<file path="src/shared/cpo_regs.vh">
// register map, field positions and reset values of the operator signal block
`ifndef CPO_REGS_VH
`define CPO_REGS_VH
// register byte offsets
`define CPO_OFF_CTRL 6'h00
`define CPO_OFF_BLOCK 6'h04
`define CPO_OFF_STATUS 6'h08
`define CPO_OFF_MREG_LO 6'h0C
`define CPO_OFF_MREG_HI 6'h10
`define CPO_OFF_RAPID_RATE 6'h14
`define CPO_OFF_RAPID_LOW 6'h18
`define CPO_OFF_SPEED 6'h1C
`define CPO_OFF_AXIS_ORDER 6'h20
`define CPO_OFF_PINS 6'h24
// control fields
`define CPO_CTRL_AUTO 0
`define CPO_CTRL_START 1
`define CPO_CTRL_MOTION_DONE 2
`define CPO_CTRL_CNC_RESET 3
// block descriptor fields
`define CPO_BLK_THREAD 0
`define CPO_BLK_NEXT_THREAD 1
`define CPO_BLK_SLASH 2
`define CPO_BLK_CANNED 5:4
`define CPO_BLK_MCOUNT 7:6
`define CPO_BLK_M0 13:8
`define CPO_BLK_M1 21:16
`define CPO_BLK_M2 29:24
// status fields
`define CPO_ST_ALARM 8
// operation select byte, test status byte, restart status byte bits
`define CPO_SEL_SKIP 0
`define CPO_SEL_STEP 1
`define CPO_SEL_RESTART 6
`define CPO_TST_SKIP_ECHO 0
`define CPO_RST_IN_PROG 4
// override figures in percent, and the highest stepped feed code
`define CPO_PCT_FULL 8'h64
`define CPO_PCT_MAX 8'hC8
`define CPO_PCT_STEP 8'h0A
`define CPO_FEED_CODE_MAX 5'h14
// rapid override codes {a,b}
`define CPO_RV_FULL 2'h3
`define CPO_RV_HALF 2'h1
`define CPO_RV_QUARTER 2'h2
// reset values
`define CPO_RST_RAPID_RATE 16'h1000
`define CPO_RST_RAPID_LOW 16'h0100
`define CPO_RST_AXIS_ORDER 8'hE4
`define CPO_RST_MREG 32'hFFFFFFFF
`endif

</file>
<file path="src/rtl/cpo_operation_signals.v">
// cnc side of the plc operator signals: step, skip, restart, overrides, m codes
// Overview of operation
// - single step in thread cutting stops only before first non-thread block
// - canned cycle with single step stops at each step, feed hold raised at all but the last
// - block done under single step: both indicators low, stay stopped
// - slash block skipped in auto while optional skip input is high
// - optional skip echo output mirrors the optional skip input
// - restart select rising in auto: search restart block, show restart screen
// - restart select low in auto: axes move in order at dry run
// - restart in progress set on select in auto, cleared after last axis
// - rapid override code: 11 full, 01 half, 10 quarter, 00 low rate
// - rapid speed is parameter rate times selected override, low rate parameter for 00
// - feed override from 5-bit code in 10 percent steps to 200
// - override cancel high holds feed override at 100 percent
// - override cancel leaves rapid override untouched
// - unregistered m code raises alarm; each code owns one bit
// - m codes run with motion; several per block issue in sequence
// - m code bit and strobe rise together; plc drops response
// - next block waits until common finish seen high
// - cnc reset clears strobe outputs well within 16 ms
`timescale 1ns/10ps
`default_nettype none
`include "cpo_regs.vh"
module cpo_operation_signals #(
	parameter N_AXES = 4,
	parameter RATE_W = 16
) (
	input wire CORE_CLK,
	input wire RST_N,
	input wire PSEL,
	input wire PENABLE,
	input wire PWRITE,
	input wire [5:0] PADDR,
	input wire [31:0] PWDATA,
	output reg [31:0] PRDATA,
	output reg PREADY,
	output reg PSLVERR,
	input wire SINGLE_STEP_INPUT,
	input wire OPTIONAL_SKIP_INPUT,
	input wire RESTART_SELECT_INPUT,
	input wire RAPID_OVERRIDE_CODE_A,
	input wire RAPID_OVERRIDE_CODE_B,
	input wire [4:0] FEED_OVERRIDE_CODE,
	input wire OVERRIDE_CANCEL_INPUT,
	input wire COMMON_FINISH_INPUT,
	input wire M_FINISH_INPUT,
	input wire M_RESPONSE_INPUT,
	output reg CYCLE_START_INDICATOR,
	output reg FEED_HOLD_INDICATOR,
	output reg OPTIONAL_SKIP_ECHO,
	output reg RESTART_IN_PROGRESS,
	output reg RESTART_SCREEN,
	output reg DRY_RUN_MOVE,
	output reg [1:0] RESTART_AXIS,
	output reg M_STROBE,
	output reg [63:0] M_CODE_BITS,
	output reg M_ALARM,
	output reg [RATE_W-1:0] RAPID_SPEED,
	output reg [7:0] FEED_OVERRIDE_PCT
);
	localparam ST_IDLE = 3'h0;
	localparam ST_EXEC = 3'h1;
	localparam ST_HOLD = 3'h2;
	localparam ST_SEARCH = 3'h3;
	localparam ST_MOVE = 3'h4;

	reg rst_meta;
	reg rst_sync;
	reg [2:0] state;
	reg auto_mode;
	reg running;
	reg blk_valid;
	reg [31:0] blk;
	reg [31:0] cur;
	reg [1:0] can_left;
	reg [1:0] m_left;
	reg [1:0] m_ptr;
	reg mot_fin;
	reg [63:0] mreg;
	reg [RATE_W-1:0] rapid_rate;
	reg [RATE_W-1:0] rapid_low;
	reg [7:0] axis_order;
	reg [1:0] axis_cnt;
	reg restart_prev;
	reg [7:0] feed_pct_raw;
	reg [5:0] m_code;
	reg [31:0] rd_val;
	reg rd_hit;

	wire acc = PSEL & PENABLE & PREADY;
	wire wr = acc & PWRITE;
	wire wr_ctrl = wr & (PADDR == `CPO_OFF_CTRL);
	wire start_req = wr_ctrl & PWDATA[`CPO_CTRL_START];
	wire mot_done = wr_ctrl & PWDATA[`CPO_CTRL_MOTION_DONE];
	wire cnc_reset = wr_ctrl & PWDATA[`CPO_CTRL_CNC_RESET];
	wire [1:0] rv_code = {RAPID_OVERRIDE_CODE_A, RAPID_OVERRIDE_CODE_B};
	wire restart_rise = RESTART_SELECT_INPUT & ~restart_prev;
	wire step_stop = SINGLE_STEP_INPUT &
		~(cur[`CPO_BLK_THREAD] & cur[`CPO_BLK_NEXT_THREAD]);
	wire blk_end = mot_fin & (m_left == 2'h0) & ~M_STROBE;
	wire m_alarm_set;

	// reset release through two flops, assert stays asynchronous
	always @(posedge CORE_CLK or negedge RST_N) begin
		if (!RST_N) begin
			rst_meta <= 1'b0;
			rst_sync <= 1'b0;
		end else begin
			rst_meta <= 1'b1;
			rst_sync <= rst_meta;
		end
	end

	// current m code of the block, picked by the sequence pointer
	always @* begin
		case (m_ptr)
		2'h0: m_code = cur[`CPO_BLK_M0];
		2'h1: m_code = cur[`CPO_BLK_M1];
		default: m_code = cur[`CPO_BLK_M2];
		endcase
	end

	// issue only once the previous finish has dropped, else it is reused
	wire m_issue = (state == ST_EXEC) & ~M_STROBE & (m_left != 2'h0) &
		~COMMON_FINISH_INPUT;
	assign m_alarm_set = m_issue & ~mreg[m_code];

	// feed override decode, cancel forces full rate
	always @* begin
		if (FEED_OVERRIDE_CODE > `CPO_FEED_CODE_MAX)
			feed_pct_raw = `CPO_PCT_MAX;
		else
			feed_pct_raw = {3'h0, FEED_OVERRIDE_CODE} * `CPO_PCT_STEP;
	end

	// override outputs; cancel only touches the cutting feed path
	always @(posedge CORE_CLK or negedge rst_sync) begin
		if (!rst_sync) begin
			FEED_OVERRIDE_PCT <= `CPO_PCT_FULL;
			RAPID_SPEED <= {RATE_W{1'b0}};
			OPTIONAL_SKIP_ECHO <= 1'b0;
		end else begin
			if (OVERRIDE_CANCEL_INPUT)
				FEED_OVERRIDE_PCT <= `CPO_PCT_FULL;
			else
				FEED_OVERRIDE_PCT <= feed_pct_raw;
			if (rv_code == `CPO_RV_FULL)
				RAPID_SPEED <= rapid_rate;
			else if (rv_code == `CPO_RV_HALF)
				RAPID_SPEED <= rapid_rate >> 1;
			else if (rv_code == `CPO_RV_QUARTER)
				RAPID_SPEED <= rapid_rate >> 2;
			else
				RAPID_SPEED <= rapid_low;
			OPTIONAL_SKIP_ECHO <= OPTIONAL_SKIP_INPUT;
		end
	end

	// block sequencer, m handshake and restart sequence
	always @(posedge CORE_CLK or negedge rst_sync) begin
		if (!rst_sync) begin
			state <= ST_IDLE;
			running <= 1'b0;
			cur <= 32'h0;
			can_left <= 2'h0;
			m_left <= 2'h0;
			m_ptr <= 2'h0;
			mot_fin <= 1'b0;
			axis_cnt <= 2'h0;
			restart_prev <= 1'b0;
			CYCLE_START_INDICATOR <= 1'b0;
			FEED_HOLD_INDICATOR <= 1'b0;
			RESTART_IN_PROGRESS <= 1'b0;
			RESTART_SCREEN <= 1'b0;
			DRY_RUN_MOVE <= 1'b0;
			RESTART_AXIS <= 2'h0;
			M_STROBE <= 1'b0;
			M_CODE_BITS <= 64'h0;
		end else begin
			restart_prev <= RESTART_SELECT_INPUT;
			if (cnc_reset) begin
				// strobe drops the next edge, far inside the reset limit
				state <= ST_IDLE;
				running <= 1'b0;
				m_left <= 2'h0;
				M_STROBE <= 1'b0;
				M_CODE_BITS <= 64'h0;
				CYCLE_START_INDICATOR <= 1'b0;
				FEED_HOLD_INDICATOR <= 1'b0;
				RESTART_IN_PROGRESS <= 1'b0;
				RESTART_SCREEN <= 1'b0;
				DRY_RUN_MOVE <= 1'b0;
			end else begin
				case (state)
				ST_IDLE: begin
					FEED_HOLD_INDICATOR <= 1'b0;
					CYCLE_START_INDICATOR <= running | start_req;
					if (start_req)
						running <= 1'b1;
					if (restart_rise & auto_mode) begin
						state <= ST_SEARCH;
						RESTART_IN_PROGRESS <= 1'b1;
						RESTART_SCREEN <= 1'b1;
						running <= 1'b0;
						CYCLE_START_INDICATOR <= 1'b0;
					end else if ((running | start_req) & auto_mode &
						blk_valid & ~(blk[`CPO_BLK_SLASH] &
						OPTIONAL_SKIP_INPUT)) begin
						// skipped slash blocks never reach this load
						state <= ST_EXEC;
						cur <= blk;
						can_left <= blk[`CPO_BLK_CANNED];
						m_left <= blk[`CPO_BLK_MCOUNT];
						m_ptr <= 2'h0;
						mot_fin <= 1'b0;
					end
				end
				ST_EXEC: begin
					// motion and m codes progress side by side
					if (mot_done) begin
						if (can_left != 2'h0) begin
							can_left <= can_left - 2'h1;
							if (SINGLE_STEP_INPUT) begin
								state <= ST_HOLD;
								CYCLE_START_INDICATOR <= 1'b0;
								FEED_HOLD_INDICATOR <= 1'b1;
							end
						end else begin
							mot_fin <= 1'b1;
						end
					end
					if (m_issue) begin
						if (mreg[m_code]) begin
							M_STROBE <= 1'b1;
							M_CODE_BITS <= 64'h1 << m_code;
						end else begin
							m_left <= m_left - 2'h1;
							m_ptr <= m_ptr + 2'h1;
						end
					end else if (M_STROBE & COMMON_FINISH_INPUT) begin
						M_STROBE <= 1'b0;
						M_CODE_BITS <= 64'h0;
						m_left <= m_left - 2'h1;
						m_ptr <= m_ptr + 2'h1;
					end
					if (blk_end) begin
						state <= ST_IDLE;
						if (step_stop) begin
							running <= 1'b0;
							CYCLE_START_INDICATOR <= 1'b0;
							FEED_HOLD_INDICATOR <= 1'b0;
						end
					end
				end
				ST_HOLD: begin
					// intermediate canned stop; m handshake keeps running
					if (M_STROBE & COMMON_FINISH_INPUT) begin
						M_STROBE <= 1'b0;
						M_CODE_BITS <= 64'h0;
						m_left <= m_left - 2'h1;
						m_ptr <= m_ptr + 2'h1;
					end
					if (start_req) begin
						state <= ST_EXEC;
						CYCLE_START_INDICATOR <= 1'b1;
						FEED_HOLD_INDICATOR <= 1'b0;
					end
				end
				ST_SEARCH: begin
					// software searches the sequence number meanwhile
					if (~RESTART_SELECT_INPUT & auto_mode) begin
						state <= ST_MOVE;
						RESTART_SCREEN <= 1'b0;
						DRY_RUN_MOVE <= 1'b1;
						axis_cnt <= 2'h0;
						RESTART_AXIS <= axis_order[1:0];
					end
				end
				ST_MOVE: begin
					// one axis at a time, in the programmed order
					if (mot_done) begin
						if (axis_cnt == N_AXES - 1) begin
							state <= ST_IDLE;
							RESTART_IN_PROGRESS <= 1'b0;
							DRY_RUN_MOVE <= 1'b0;
							running <= 1'b1;
							CYCLE_START_INDICATOR <= 1'b1;
						end else begin
							axis_cnt <= axis_cnt + 2'h1;
							RESTART_AXIS <= axis_order[
								{axis_cnt + 2'h1, 1'b0} +: 2];
						end
					end
				end
				default: state <= ST_IDLE;
				endcase
			end
		end
	end

	// software registers; block valid clears when loaded or skipped
	always @(posedge CORE_CLK or negedge rst_sync) begin
		if (!rst_sync) begin
			auto_mode <= 1'b0;
			blk_valid <= 1'b0;
			blk <= 32'h0;
			mreg <= {`CPO_RST_MREG, `CPO_RST_MREG};
			rapid_rate <= `CPO_RST_RAPID_RATE;
			rapid_low <= `CPO_RST_RAPID_LOW;
			axis_order <= `CPO_RST_AXIS_ORDER;
			M_ALARM <= 1'b0;
		end else begin
			if (state == ST_IDLE & blk_valid & blk[`CPO_BLK_SLASH] &
				OPTIONAL_SKIP_INPUT & auto_mode)
				blk_valid <= 1'b0;
			else if (state == ST_IDLE & (running | start_req) &
				auto_mode & blk_valid & ~restart_rise & ~cnc_reset)
				blk_valid <= 1'b0;
			if (wr_ctrl)
				auto_mode <= PWDATA[`CPO_CTRL_AUTO];
			if (wr & PADDR == `CPO_OFF_BLOCK) begin
				blk <= PWDATA;
				blk_valid <= 1'b1;
			end
			if (wr & PADDR == `CPO_OFF_MREG_LO)
				mreg[31:0] <= PWDATA;
			if (wr & PADDR == `CPO_OFF_MREG_HI)
				mreg[63:32] <= PWDATA;
			if (wr & PADDR == `CPO_OFF_RAPID_RATE)
				rapid_rate <= PWDATA[RATE_W-1:0];
			if (wr & PADDR == `CPO_OFF_RAPID_LOW)
				rapid_low <= PWDATA[RATE_W-1:0];
			if (wr & PADDR == `CPO_OFF_AXIS_ORDER)
				axis_order <= PWDATA[7:0];
			// sticky alarm: a new set beats a same-cycle clear
			if (m_alarm_set)
				M_ALARM <= 1'b1;
			else if (wr & PADDR == `CPO_OFF_STATUS &
				PWDATA[`CPO_ST_ALARM])
				M_ALARM <= 1'b0;
		end
	end

	// read mux
	always @* begin
		rd_val = 32'h0;
		rd_hit = 1'b1;
		if (PADDR == `CPO_OFF_CTRL)
			rd_val = {31'h0, auto_mode};
		else if (PADDR == `CPO_OFF_BLOCK)
			rd_val = blk;
		else if (PADDR == `CPO_OFF_STATUS)
			rd_val = {12'h0, M_RESPONSE_INPUT, M_FINISH_INPUT,
				axis_cnt, m_ptr, m_left, 3'h0, M_ALARM, running,
				blk_valid, mot_fin, M_STROBE, 1'b0, state};
		else if (PADDR == `CPO_OFF_MREG_LO)
			rd_val = mreg[31:0];
		else if (PADDR == `CPO_OFF_MREG_HI)
			rd_val = mreg[63:32];
		else if (PADDR == `CPO_OFF_RAPID_RATE)
			rd_val = {{(32-RATE_W){1'b0}}, rapid_rate};
		else if (PADDR == `CPO_OFF_RAPID_LOW)
			rd_val = {{(32-RATE_W){1'b0}}, rapid_low};
		else if (PADDR == `CPO_OFF_SPEED)
			rd_val = {{(24-RATE_W){1'b0}}, FEED_OVERRIDE_PCT, RAPID_SPEED};
		else if (PADDR == `CPO_OFF_AXIS_ORDER)
			rd_val = {24'h0, axis_order};
		else if (PADDR == `CPO_OFF_PINS)
			rd_val = {11'h0, RESTART_IN_PROGRESS, 4'h0, 7'h0,
				OPTIONAL_SKIP_ECHO, 1'b0, RESTART_SELECT_INPUT,
				4'h0, SINGLE_STEP_INPUT, OPTIONAL_SKIP_INPUT};
		else
			rd_hit = 1'b0;
	end

	// apb slave: one wait state, answer registered
	always @(posedge CORE_CLK or negedge rst_sync) begin
		if (!rst_sync) begin
			PREADY <= 1'b0;
			PRDATA <= 32'h0;
			PSLVERR <= 1'b0;
		end else begin
			PREADY <= PSEL & PENABLE & ~PREADY;
			if (PSEL & PENABLE & ~PREADY) begin
				PRDATA <= PWRITE ? 32'h0 : rd_val;
				PSLVERR <= ~rd_hit;
			end else begin
				PSLVERR <= 1'b0;
			end
		end
	end
endmodule // cpo_operation_signals
`default_nettype wire

</file>
<file path="config.mk">
export PLATFORM = sky130hd
export DESIGN_NAME = cpo_operation_signals
export DESIGN_NICKNAME = d
export VERILOG_FILES = /design/src/rtl/cpo_operation_signals.v
export VERILOG_INCLUDE_DIRS = /design/src /design/src/shared
export SDC_FILE = /design/constraint.sdc
export NUM_CORES = 1
export LEC_CHECK = 0
export BUFFER_PORTS_ARGS = -buffer_cell sky130_fd_sc_hd__buf_2
export CORE_MARGIN = 2
export CORE_UTILIZATION = 50
export CTS_CLUSTER_DIAMETER = 60
export DETAILED_ROUTE_END_ITERATION = 6
export HOLD_SLACK_MARGIN = 0.08
export PLACE_DENSITY = 0.71
export SLEW_MARGIN = 0
export SYNTH_ARGS = -nofsm -noshare
export SYNTH_HDL_FRONTEND = slang
export SYNTH_SLANG_ARGS = --single-unit
</file>
<file path="constraint.sdc">
create_clock -name CORE_CLK -period 10.4 [get_ports CORE_CLK]
set_input_delay 0.52 -clock CORE_CLK [delete_from_list [all_inputs] [get_ports CORE_CLK]]
set_output_delay 0.52 -clock CORE_CLK [all_outputs]
set_load 0.01 [all_outputs]
</file>
-- Word-level counts from Yosys, hierarchy flattened
Cells that the tools add are included.
- flip-flop bits (word level): 316
- input port bits: 57
- output and inout bits: 132
- word-level logic and storage cells: 295
- $add $sub $neg: 4
- multiply operators: 1
- order comparisons: 2
- equality and inequality tests: 43
- shifts and indexed selects: 2
- muxes and demuxes: 123
- bitwise operators: 54
- reduce and logical (&&, ||, !) cells: 32
- operators with widths (operator ; number):
    two-way mux 64 bit ; 4
    two-way mux 32 bit ; 6
    case mux 64 bit (2 select lines) ; 1
    two-way mux 24 bit ; 3
    left shift 1 x 6 -> 64 bit (first input constant) ; 1
    two-way mux 1 bit ; 54
    two-way mux 16 bit ; 3
    two-way mux 2 bit ; 21
    two-way mux 21 bit ; 2
    AND 1 bit ; 41
    two-way mux 3 bit ; 11
    inequality test 3 bit (second input constant) ; 10
    == test 6 x 5 -> 1 bit (second input constant) ; 4
    inequality test 4 bit (second input constant) ; 5
    AND reduction 4 bit ; 5
    AND reduction 6 bit ; 3
    nonzero test 3 bit ; 6
    two-way mux 8 bit ; 2
    case mux 3 bit (5 select lines) ; 1
    inequality test 2 bit (second input constant) ; 7
    == test 6 x 4 -> 1 bit (second input constant) ; 2
    == test 6 bit (second input constant) ; 2
    inverter 1 bit ; 12
    case mux 2 bit (2 select lines) ; 3
    31 further kinds ; 52

-- Longest topological paths before layout
Gate-level depths: netlist (run 1).
- word-level depth: 14
- depth in mapped cells: 16
- depth with buffers taken out: 11

-- Worst setup path before layout (run 1)
No wires, ideal clock.
- kind: flip-flop to flip-flop
- start point: register m_ptr[0]
- end point: register m_ptr[1]
- library setup time: 0.141 ns
- arrival time: 2.926 ns
- path slack: 7.333 ns
- cell stages (with the launch flop): 13
- buffers on the path: 2
- path through: dfrtp_1 inv_1 ha_1 buf_6 a22o_1 a21oi_4 mux4_1 a21oi_1 a311o_1 a32oi_2 buf_6 a2111oi_2 o22ai_1
- longest elaborated chain between the ends: 6
- elaborated cells on any way between the ends: 12
- those cells by class: add/sub (1); eq/ne (2); mux (7); reduce/logical (2)
- ends and longest elaborated chain (what ; RTL line ; RTL):
    from (decl) ; cpo_operation_signals.v:77 ; reg [1:0] m_ptr;
    from (signal assigned) ; cpo_operation_signals.v:238 ; m_ptr <= m_ptr + 2'h1;
    from (signal assigned) ; cpo_operation_signals.v:244 ; m_ptr <= m_ptr + 2'h1;
    from (signal assigned) ; cpo_operation_signals.v:261 ; m_ptr <= m_ptr + 2'h1;
    == test 2 x 1 -> 1 bit / logical NOT 2 bit (equally long branches) ; cpo_operation_signals.v:116 ; case (m_ptr)
    case mux 6 bit (2 select lines) ; cpo_operation_signals.v:116 ;
    binary-select mux 1 bit (select 6 bit) ; cpo_operation_signals.v:233 ; if (mreg[m_code]) begin
    two-way mux 1 bit (not written as such) ; cpo_operation_signals.v:233 ;
    inequality test 3 bit (no source line) ; - ;
    AND reduction 5 bit (no source line) ; - ;
Parallel ways exist; a longest one is shown, timed or not. The select of a mux whose other input is x is not followed.
A chain may end at the register's enable or synchronous reset.

-- Worst setup path after layout (run 1)
- start point: register m_ptr[0]
- end point: register M_CODE_BITS[27]
- longest elaborated chain between the ends: 7
- elaborated cells on any way between the ends: 12
- those cells by class: eq/ne (2); shift (1); mux (7); reduce/logical (2)
- ends and longest elaborated chain (what ; RTL line ; RTL):
    == test 2 x 1 -> 1 bit / logical NOT 2 bit (equally long branches) ; cpo_operation_signals.v:116 ;
    case mux 6 bit (2 select lines) * ; cpo_operation_signals.v:116 ;
    branches (longest 5 deep; another with binary-select mux 1 bit (select 6 bit)) ; - ;
    to (signal assigned) ; cpo_operation_signals.v:235 ; M_CODE_BITS <= 64'h1 << m_code;
    to (decl) ; cpo_operation_signals.v:56 ; output reg [63:0] M_CODE_BITS,
Every way passes the cells marked *. The select of a mux whose other input is x is not followed.

==> results of run 1 <==
-- worst min-delay path by stage --
stage                              from            endpoint  slack (ns)
finish              OPTIONAL_SKIP_INPUT  OPTIONAL_SKIP_ECHO        0.15
global route        OPTIONAL_SKIP_INPUT  OPTIONAL_SKIP_ECHO        0.15
CTS                 OPTIONAL_SKIP_INPUT  OPTIONAL_SKIP_ECHO        0.15
detailed placement                RST_N            rst_meta        0.31
global placement                  RST_N            rst_meta        0.31
floorplan                         RST_N            rst_meta        0.22
-- stage by stage --
step	setup slack, ns	utilization [%]	hold slack (ns)
final	6.12	59.7	0.152
after global placement	6.38	55.4	0.305
after global routing	5.80	59.7	0.149
after detailed placement	6.17	55.4	0.309
after floorplan	1.40	-	0.224
after CTS	6.18	59.7	0.150
-- synthesized netlist by cell type, types with 18 or more instances --
cell type  instances  area (um^2)
mux4_2            18          405
nand2_1          111          417
dfstp_2           73         1920
nor2_1            60          225
mux2_2           169         1900
a221oi_1          25          219
o21ai_0           51          255
clkbuf_1          38          143
mux2i_1           24          240
o2bb2ai_1         63          552
dfrtp_1          232         5810
a21oi_1           44          220
nand3_1           20          100
-- flip-flops by register name (all words and copies together), names as in the netlist, 2 cells and up --
| name | flops |
|---|---|
| FEED_OVERRIDE_PCT | 7 |
| M_CODE_BITS | 64 |
| PRDATA | 32 |
| RAPID_SPEED | 16 |
| RESTART_AXIS | 2 |
| axis_cnt | 2 |
| axis_order | 8 |
| blk | 32 |
| can_left | 2 |
| cur | 20 |
| m_left | 2 |
| m_ptr | 2 |
| mreg | 64 |
| rapid_low | 16 |
| rapid_rate | 16 |
| state | 3 |
-- logic make-up after synthesis --
family / count (synthesis)
AO/OA/AOI/OAI: 293
XOR/XNOR: 1
adder cells (fa/ha/maj): 12
buffers and inverters: 83
flip-flops: 305
multiplexers: 213
other: 2
AND/OR/NAND/NOR: 256
-- layer usage --
metal / wire [um] / share of wire (%) / global-route usage, % / vias to the layer above
met4: 1140 / 2.8 / 9.22 / 2
met5: 11 / 0.027 / 0 / -
met3: 2860 / 7.0 / 4.60 / 86
met2: 19200 / 47 / 42.7 / 498
li1: - / - / - / 4740
met1: 17600 / 43 / 39.0 / 5539
-- power groups by stage --
stage	Sequential, mW	Combinational, mW	Clock [mW]
after floorplan	1.28	0.197	0
after global placement	1.29	0.287	0
after detailed placement	1.29	0.293	0
after CTS	1.27	0.295	1.27
after global routing	1.27	0.333	1.32
final	1.27	0.298	1.25
-- cell type report --
class	count	area share [%]
diodes	1	0.0150
clock buffers	52	6.00
clock inverters	12	1.07
inverters	13	0.293
multi-input cells	777	37.1
flip-flops and latches	305	46.4
well taps	378	2.84
repair buffers	201	6.34
-- critical path: cells and delay by family, from the launching register on --
family	cells	cell delay, ns
AOI/OAI and AO/OA	7	2.28
and+or+nand+nor	2	0.70
buffers and inverters	2	0.45
DFF	1	0.37
adders and majority gates	1	0.32
==> impl_metrics.yaml, run 1 <==
power:
  clockPowerShare_pct: 44.5
  power_mw: 2.82
  swShare_pct: 26.4
  p_int_mw: 2.08
  p_leak_nw: 7.90
  power-per-cell-area_mw_per_mm2: 169
  vdd_ir_drop_max_uv: 104
  seq_power_share_pct: 45.0
  p_comb_share_pct: 10.6
  power.net_switching_mw: 0.744
worst_setup_path:
  crit_type: "reg -> reg"
  r2r_setup_slack_ns: 6.12
  critPathCapture: "M_CODE_BITS[27]"
  crit_path_start: "m_ptr[0]"
  crit_slowest_cell: "a32oi_2"
  worstPathCellList: "inv_1 -> ha_1 -> a22oi_1 -> and2_1 -> nand2_1 -> a311oi_1 -> a21oi_1 -> a311o_1 -> a32oi_2 -> o22ai_4 -> buf_4 -> o2bb2ai_1"
  required_ns: 10.80
  r2r_end: "M_CODE_BITS[27]"
  r2r_cells: 12
  r2r-start: "m_ptr[0]"
  worstPathArrival_ns: 4.68
  cp-end-kind: "flip-flop"
  worstSetupStartpointType: "flip-flop"
  slowest_delay_ns: 0.78
  crit_fanout: 64
synth:
  synth-simple-area-share_pct: 8.47
  synth.distinct_cells: 72
  async_flop_share_pct: 100
  syn_area_per_cell_um2: 12.3
  synthMuxAreaShare_pct: 18.2
  synthFlopType: "dfrtp_1"
  synth-edff-count: 0
  synth_seq_cells: 305
  yosysWarnings: 0
  synthXorXnorAreaFrac_pct: 0.0613
  synthCells: 1165
  syn_nets: 1234
  synth_top_family_by_area: "multiplexers"
  synthAdderAreaFrac_pct: 1.10
  synth_compound_area_share_pct: 15.3
  synth_area_mm2: 0.0143
  yosysSeqAreaShare_pct: 54.1
place:
  gp_congestion: 0.955
  place_hpwl_um: 28200
  dp_cells: 1673
  io_buffers: 187
  placed_area_mm2: 0.0155
global_route:
  antenna_found_initial: 2
  grt.total_usage_pct: 27.4
  grt_max_degree: 154
  grt_overflow_total: 0
  grt_pass1_wl_um: 64700
  grt_pass1_vias: 10900
timing:
  rsz0062_at_grt: "false"
  tightest_slew_ns: 1.03
  skew_ns: 0.0148
  final-setup-viol-count: 0
  fmax_mhz: 234
  period_share_pct: 41.2
  hold_viol: 0
  slew_headroom_pct: 31.6
  drv_slew: 0
  finalSetupTns_ns: 0
  min_period_ns: 4.28
clock_network:
  cts_buffers: 35
  cts_hold_buf: 1
  htreeDepth: 2
  clk_transition_reported_paths_ns: 0.06
  clk_latency_ns: 0.53
  clk_path_buf_depth: 3
  cts_sinks: 305
  cts_tree: "built"
  cts_setup_buffers: 0
  cts_root_buf: "clkbuf_16"
  cts_resized: 0
floorplan:
  ioPinCount: 189
  die_w_um: 173
  dieArea_mm2: 0.0299
  start_util_pct: 51.1
  coreArea_mm2: 0.0279
  rows: 61
  fp.dieH_um: 173
route:
  dr.first_iter.drc_count: 1152
  detail_route.wl_per_cell_um: 23.5
  drtPass1Iterations: 7
  drtAntennaViolNets: 0
  wl_um: 40900
  vias: 10900
  route.detailed.drc: 0
  vias_per_cell: 6.25
finish:
  finalNetCount: 1402
  layout_commonest_cell: "dfrtp_1"
  fillerInstances: 2316
  area.growth.synth_to_final_pct: 16.7
  design_area_mm2: 0.0167
  multiInputGateArea_mm2: 0.00618
  regArea_mm2: 0.00773
  drive_gt1_share_pct: 39.4
  instances_no_fill: 1739
  final_cell_mix: "dfrtp_1, buf_2, mux2_2"
min_path:
  hold_path_depth: 1
  hp-class: "in -> reg"
flow_run:
  cap_viol_max_count: 0
run_status:
  outcome: "complete, no violations"
(Power assumes the default switching activity.)
==> run 2: changes to the inputs <==
--- a/config.mk
+++ b/config.mk
@@ -6,13 +6,14 @@
 export SDC_FILE = /design/constraint.sdc
 export NUM_CORES = 1
 export LEC_CHECK = 0
+export ABC_AREA = 1
 export BUFFER_PORTS_ARGS = -buffer_cell sky130_fd_sc_hd__buf_2
 export CORE_MARGIN = 2
 export CORE_UTILIZATION = 50
 export CTS_CLUSTER_DIAMETER = 60
 export DETAILED_ROUTE_END_ITERATION = 6
 export HOLD_SLACK_MARGIN = 0.08
-export PLACE_DENSITY = 0.71
+export PLACE_DENSITY = 0.7
 export SLEW_MARGIN = 0
 export SYNTH_ARGS = -nofsm -noshare
 export SYNTH_HDL_FRONTEND = slang
==> constraint.sdc (replaced) <==
create_clock -name CORE_CLK -period 4.29 [get_ports CORE_CLK]
set_input_delay 0.2145 -clock CORE_CLK [delete_from_list [all_inputs] [get_ports CORE_CLK]]
set_output_delay 0.2145 -clock CORE_CLK [all_outputs]
set_load 0.01 [all_outputs]
==> impl_metrics.yaml, run 2 <==
global_route:
  antenna_found_initial: 0
  grt_pass1_wl_um: 78600
  grt_max_degree: 134
  grt.total_usage_pct: 29.9
  grt_pass1_vias: 14300
  grt_overflow_total: 0
power:
  p_leak_nw: 8.72
  clockPowerShare_pct: 37.3
  swShare_pct: 33.1
  p_int_mw: 5.21
  p_comb_share_pct: 22.3
  vdd_ir_drop_max_uv: 284
  seq_power_share_pct: 40.4
  power-per-cell-area_mw_per_mm2: 426
  power.net_switching_mw: 2.57
synth:
  synthFlopType: "dfrtp_1"
  synthCells: 1975
  synth_most_common_cell: "nand2_1"
  syn_area_per_cell_um2: 7.92
  yosysSeqAreaShare_pct: 49.4
  async_flop_share_pct: 100
  synth_area_mm2: 0.0156
  synth.distinct_cells: 52
  syn_nets: 2044
  synth-edff-count: 0
  ys_top_cells_by_count: "nand2_1, o21ai_0, dfrtp_1"
  synth.top_cell.area_share_pct: 37.1
  synth_area_leaders: "dfrtp_1, nand2_1, dfstp_2"
  synth_seq_cells: 305
  yosysTopAreaCell: "dfrtp_1"
  yosysWarnings: 0
clock_network:
  clk_latency_ns: 0.53
  clk_path_buf_depth: 3
  cts_buffers: 35
  cts_root_buf: "clkbuf_16"
  cts_setup_buffers: 0
  cts_resized: 0
  cts_tree: "built"
  htreeDepth: 2
  clk_transition_reported_paths_ns: 0.06
  cts_hold_buf: 35
  cts_sinks: 305
worst_setup_path:
  worstPathArrival_ns: 4.10
  worstPathCellList: "inv_1 -> ha_1 -> nor2_4 -> nand2_2 -> nand2_4 -> inv_2 -> nand2_1 -> nand3_1 -> nand3_1 -> nand3_1 -> nand3_1 -> nand3_1 -> nand3_2 -> nand2_4 -> buf_4 -> inv_1 -> nand3_1 -> nand2_1"
  cp-end-kind: "flip-flop"
  slowest_delay_ns: 0.56
  crit_slowest_cell: "buf_4"
  required_ns: 4.70
  crit_fanout: 66
  cpMostUsedCell: "nand3_1"
  crit_type: "reg -> reg"
  worstSetupStartpointType: "flip-flop"
timing:
  slew_headroom_pct: 22.3
  finalSetupTns_ns: 0
  hold_viol: 0
  fmax_mhz: 271
  period_share_pct: 86.0
  drv_slew: 0
  tightest_slew_ns: 1.16
  rsz0062_at_grt: "false"
  hold_slack_ns: 0.0890
  skew_ns: 0.0170
  min_period_ns: 3.69
  final-setup-viol-count: 0
floorplan:
  start_util_pct: 51.0
  fp.dieH_um: 181
  ioPinCount: 189
  dieArea_mm2: 0.0327
  coreArea_mm2: 0.0307
  rows: 64
  die_w_um: 181
min_path:
  hp-class: "in -> reg"
route:
  wl_um: 49000
  dr.first_iter.drc_count: 1755
  route.detailed.drc: 0
  vias_per_cell: 5.86
  drtPass1Iterations: 6
  detail_route.wl_per_cell_um: 19.1
  drtAntennaViolNets: 0
  vias: 15000
finish:
  finalNetCount: 2210
  drive_gt1_share_pct: 17.3
  final_cell_mix: "nand2_1, o21ai_0, dfrtp_1"
  diodes: 0
  largestRegisters: "M_CODE_BITS (64), mreg (64)"
  layout_commonest_cell: "nand2_1"
  area.growth.synth_to_final_pct: 16.8
run_status:
  outcome: "complete, no violations"
place:
  gp_congestion: 0.949
  place_hpwl_um: 33800
  io_buffers: 187
flow_run:
  cap_viol_max_count: 0
==> run 2: layout make-up <==
cell class,count,area (um^2)
clock inverters,13,111
flip-flops and latches,305,7730
inverters,190,713
fillers,2786,12400
multi-input cells,1363,6710
clock buffers,51,996
well taps,396,495
repair buffers,246,1500
==> run 2: worst paths after layout <==
path | slack [ns] | cells after the start | to | start
setup / recovery | 0.60 | 18 | M_STROBE | m_ptr[0]
setup reg to reg | 0.60 | 18 | M_STROBE | m_ptr[0]
hold reg to reg | 0.36 | 0 | rst_sync | rst_meta
max in group asynchronous | 3.20 | 1 | M_CODE_BITS[24] | rst_sync
hold / removal | 0.09 | 4 | M_STROBE | COMMON_FINISH_INPUT
min in group asynchronous | 0.41 | 1 | PRDATA[23] | rst_sync
==> run 2: kinds of logic (layout without fill, tap and decap cells) <==
kind of cell               count (synthesis)  after routing  share of synthesized area, %
AOI/OAI and AO/OA                        458            458                          17.1
xor gates and xnor gates                   3              3                         0.168
adders and majority gates                 12             12                          1.01
buffers and inverters                    307            500                          7.80
DFF                                      305            305                          49.4
muxes                                     13             13                         0.936
other                                      2              2                        0.0480
and+or+nand+nor                          875            875                          23.5
==> run 2: power by group through the flow <==
stage | Clock [mW] | Sequential (mW) | Combinational, mW
after floorplan | 0 | 3.20 | 1.18
final | 2.90 | 3.14 | 1.73
after detailed placement | 0 | 3.19 | 1.67
after global placement | 0 | 3.18 | 1.64
after global routing | 3.06 | 3.16 | 1.89
after CTS | 2.94 | 3.14 | 1.69
==> run 2: layer usage <==
metal / GRT usage, % / share of wire [%] / vias to the layer above
li1: - / - / 6959
met3: 4.17 / 8.8 / 99
met5: 0 / 0 / -
met2: 47.4 / 46 / 750
met1: 43.0 / 43 / 7215
met4: 8.26 / 2.5 / 0
==> run 2: metrics by stage <==
stage | area [um^2] | worst slack, ns | util [%] | cells | power (mW)
2_1_floorplan | 15600 | 1.30 | - | 1975 | 4.38
3_3_place_gp | 16800 | 0.829 | 54.8 | 2465 | 4.83
3_5_place_dp | 16800 | 0.681 | 54.8 | 2465 | 4.85
4_1_cts | 18300 | 0.675 | 59.5 | 2564 | 7.77
5_1_grt | 18300 | 0.215 | 59.5 | 2564 | 8.11
6_report | 18300 | 0.600 | 59.5 | 2564 | 7.78
==> run 2: worst max-delay path, delay by kind of cell (launching register included) <==
kind | cells | cell delay, ns
flip-flops | 1 | 0.41
adder cells (fa/ha/maj) | 1 | 0.31
buffers and inverters | 4 | 1.06
AND/OR/NAND/NOR | 13 | 1.76
==> run 3: changes to the inputs <==
--- a/config.mk
+++ b/config.mk
@@ -13,7 +13,9 @@
 export CTS_CLUSTER_DIAMETER = 60
 export DETAILED_ROUTE_END_ITERATION = 6
 export HOLD_SLACK_MARGIN = 0.08
+export MAX_ROUTING_LAYER = met4
 export PLACE_DENSITY = 0.7
+export RECOVER_POWER = 25
 export SLEW_MARGIN = 0
 export SYNTH_ARGS = -nofsm -noshare
 export SYNTH_HDL_FRONTEND = slang
==> constraint.sdc (replaced) <==
create_clock -name CORE_CLK -period 3.5 [get_ports CORE_CLK]
set_input_delay 0.175 -clock CORE_CLK [delete_from_list [all_inputs] [get_ports CORE_CLK]]
set_output_delay 0.175 -clock CORE_CLK [all_outputs]
set_load 0.01 [all_outputs]
==> impl_metrics.yaml, run 3 (same netlist as run 2, synthesis figures left out) <==
run_status:
  outcome: "finished, violations left"
  violations: "capacitance limit, slew limit"
worst_setup_path:
  worstSetupStartpointType: "flip-flop"
  required_ns: 3.96
  r2r_setup_slack_ns: 0.42
  crit_fanout: 63
  r2r-start: "m_ptr[0]"
  cp-end-kind: "flip-flop"
  r2r_cells: 18
  crit_type: "reg -> reg"
  r2r_end: "M_CODE_BITS[20]"
  worstPathArrival_ns: 3.54
clock_network:
  clk_path_buf_depth: 3
  cts_setup_buffers: 0
  cts_sinks: 305
  cts_resized: 0
  htreeDepth: 2
  cts_tree: "built"
  clk_transition_reported_paths_ns: 0.06
  clk_latency_ns: 0.53
  cts_buffers: 36
  cts_root_buf: "clkbuf_16"
floorplan:
  ioPinCount: 189
  die_w_um: 181
  start_util_pct: 51.0
  dieArea_mm2: 0.0327
  rows: 64
  coreArea_mm2: 0.0307
  fp.dieH_um: 181
timing:
  rsz0062_at_grt: "false"
  finalSetupTns_ns: 0
  slew_headroom_pct: -83.4
  min_period_ns: 3.08
  period_share_pct: 88.0
  final-setup-viol-count: 0
  drv_slew: 57
  fmax_mhz: 325
  tightest_slew_ns: 2.75
  skew_ns: 0.0184
  hold_viol: 0
power:
  p_leak_nw: 8.36
  power.net_switching_mw: 3.22
  power-per-cell-area_mw_per_mm2: 530
  seq_power_share_pct: 39.7
  p_comb_share_pct: 22.2
  clockPowerShare_pct: 38.1
  vdd_ir_drop_max_uv: 593
  swShare_pct: 33.0
  p_int_mw: 6.53
route:
  drtPass1Iterations: 6
  drtAntennaViolNets: 0
  dr.first_iter.drc_count: 1898
  detail_route.wl_per_cell_um: 19.7
  wl_um: 51000
  vias: 15100
  vias_per_cell: 5.85
  route.detailed.drc: 0
finish:
  regArea_mm2: 0.00772
  area.growth.synth_to_final_pct: 17.6
  instances_no_fill: 2587
  fillerInstances: 2818
  finalNetCount: 2232
  layout_commonest_cell: "nand2_1"
  diodes: 0
  largestRegisters: "M_CODE_BITS (64), mreg (64)"
  multiInputGateArea_mm2: 0.00671
  final_cell_mix: "nand2_1, o21ai_0, dfrtp_1"
  drive_gt1_share_pct: 12.4
min_path:
  hp-class: "in -> reg"
  hold_path_depth: 3
  worstHoldStart: "PWDATA[7]"
  hold-path-endpoint: "mreg[7]"
global_route:
  grt.total_usage_pct: 31.8
  grt_pass1_vias: 14400
  grt_pass1_wl_um: 81000
  antenna_found_initial: 0
  grt_overflow_total: 0
  grt_max_degree: 71
place:
  io_buffers: 187
  dp_cells: 2479
  gp_congestion: 0.950
  place_hpwl_um: 34900
flow_run:
  cap_viol_max_count: 1
[run 3: cell types whose count changed in the layout (fill, tap and decap cells not counted), sizes merged]
cell         delta
inv             -2
clkbuf        +120
clkinv          -1
dlygate4sd3     +7
clkinvlp        +2
buf           -103
[run 3: repair_timing]
item / CTS / global route
endpoints found under the hold margin: 103 / 0
endpoints found under the setup margin: 0 / 0
hold buffers: 42 / 0
[run 3: metrics by stage]
step	hold slack, ns	cell area, um^2	util, %	power (mW)	setup WS [ns]
floorplan	-0.121	15600	-	5.36	0.507
global placement	-0.0392	16900	55.2	5.99	0.617
detailed placement	-0.0378	16900	55.2	6.01	0.538
CTS	0.0997	18500	60.4	9.75	0.494
global route	0.112	18400	59.9	10.2	0.189
finish	0.113	18400	59.9	9.75	0.419
[run 3: cell type report]
type                            instances  share of cell area [%]
Tap cell                              396                    2.70
Inverter                              190                    3.88
Sequential cell                       305                    42.0
Multi-Input combinational cell       1363                    36.5
Clock buffer                           54                    5.77
Clock inverter                         12                   0.606
Timing Repair Buffer                  267                    8.54
[run 3: critical path: stages, from the launching register on]
cell and delay, ns:
dfrtp_1 0.40, inv_1 0.10, ha_1 0.29, nor2_4 0.25
nand2_2 0.11, nand2_4 0.31, inv_2 0.18, nand2_1 0.10
nand3_1 0.07, nand3_1 0.09, nand3_1 0.08, nand3_1 0.08
nand3_1 0.11, nand3_2 0.15, nand2_4 0.09, nor2_8 0.10
buf_12 0.27, nand2_1 0.11, nand2_1 0.08
[run 3: power by group through the flow]
stage | combinational (mW) | clock, mW | sequential [mW]
floorplan | 1.44 | 0 | 3.92
global placement | 2.08 | 0 | 3.91
detailed placement | 2.10 | 0 | 3.92
CTS | 2.14 | 3.75 | 3.86
global route | 2.38 | 3.91 | 3.89
finish | 2.17 | 3.71 | 3.87
[run 3: layer usage]
metal  wire length (um)  vias to the layer above  global-route usage (%)
met1              22500                     7306                    45.6
met3               3900                       94                    3.61
met5                  0                        -                       -
li1                   -                     7011                       -
met2              23400                      729                    48.1
met4               1200                        0                    8.52
[run 3: worst max path at each step]
stage                     startpoint                     to  slack (ns)  cells after the start
after floorplan             rst_sync  CYCLE_START_INDICATOR        0.51                      0
final                       m_ptr[0]        M_CODE_BITS[20]        0.42                     18
after CTS                   m_ptr[0]        M_CODE_BITS[20]        0.49                     18
after global placement      m_ptr[0]        M_CODE_BITS[17]        0.62                     17
after detailed placement    m_ptr[0]        M_CODE_BITS[45]        0.54                     18
after global routing        m_ptr[0]        M_CODE_BITS[22]        0.19                     18
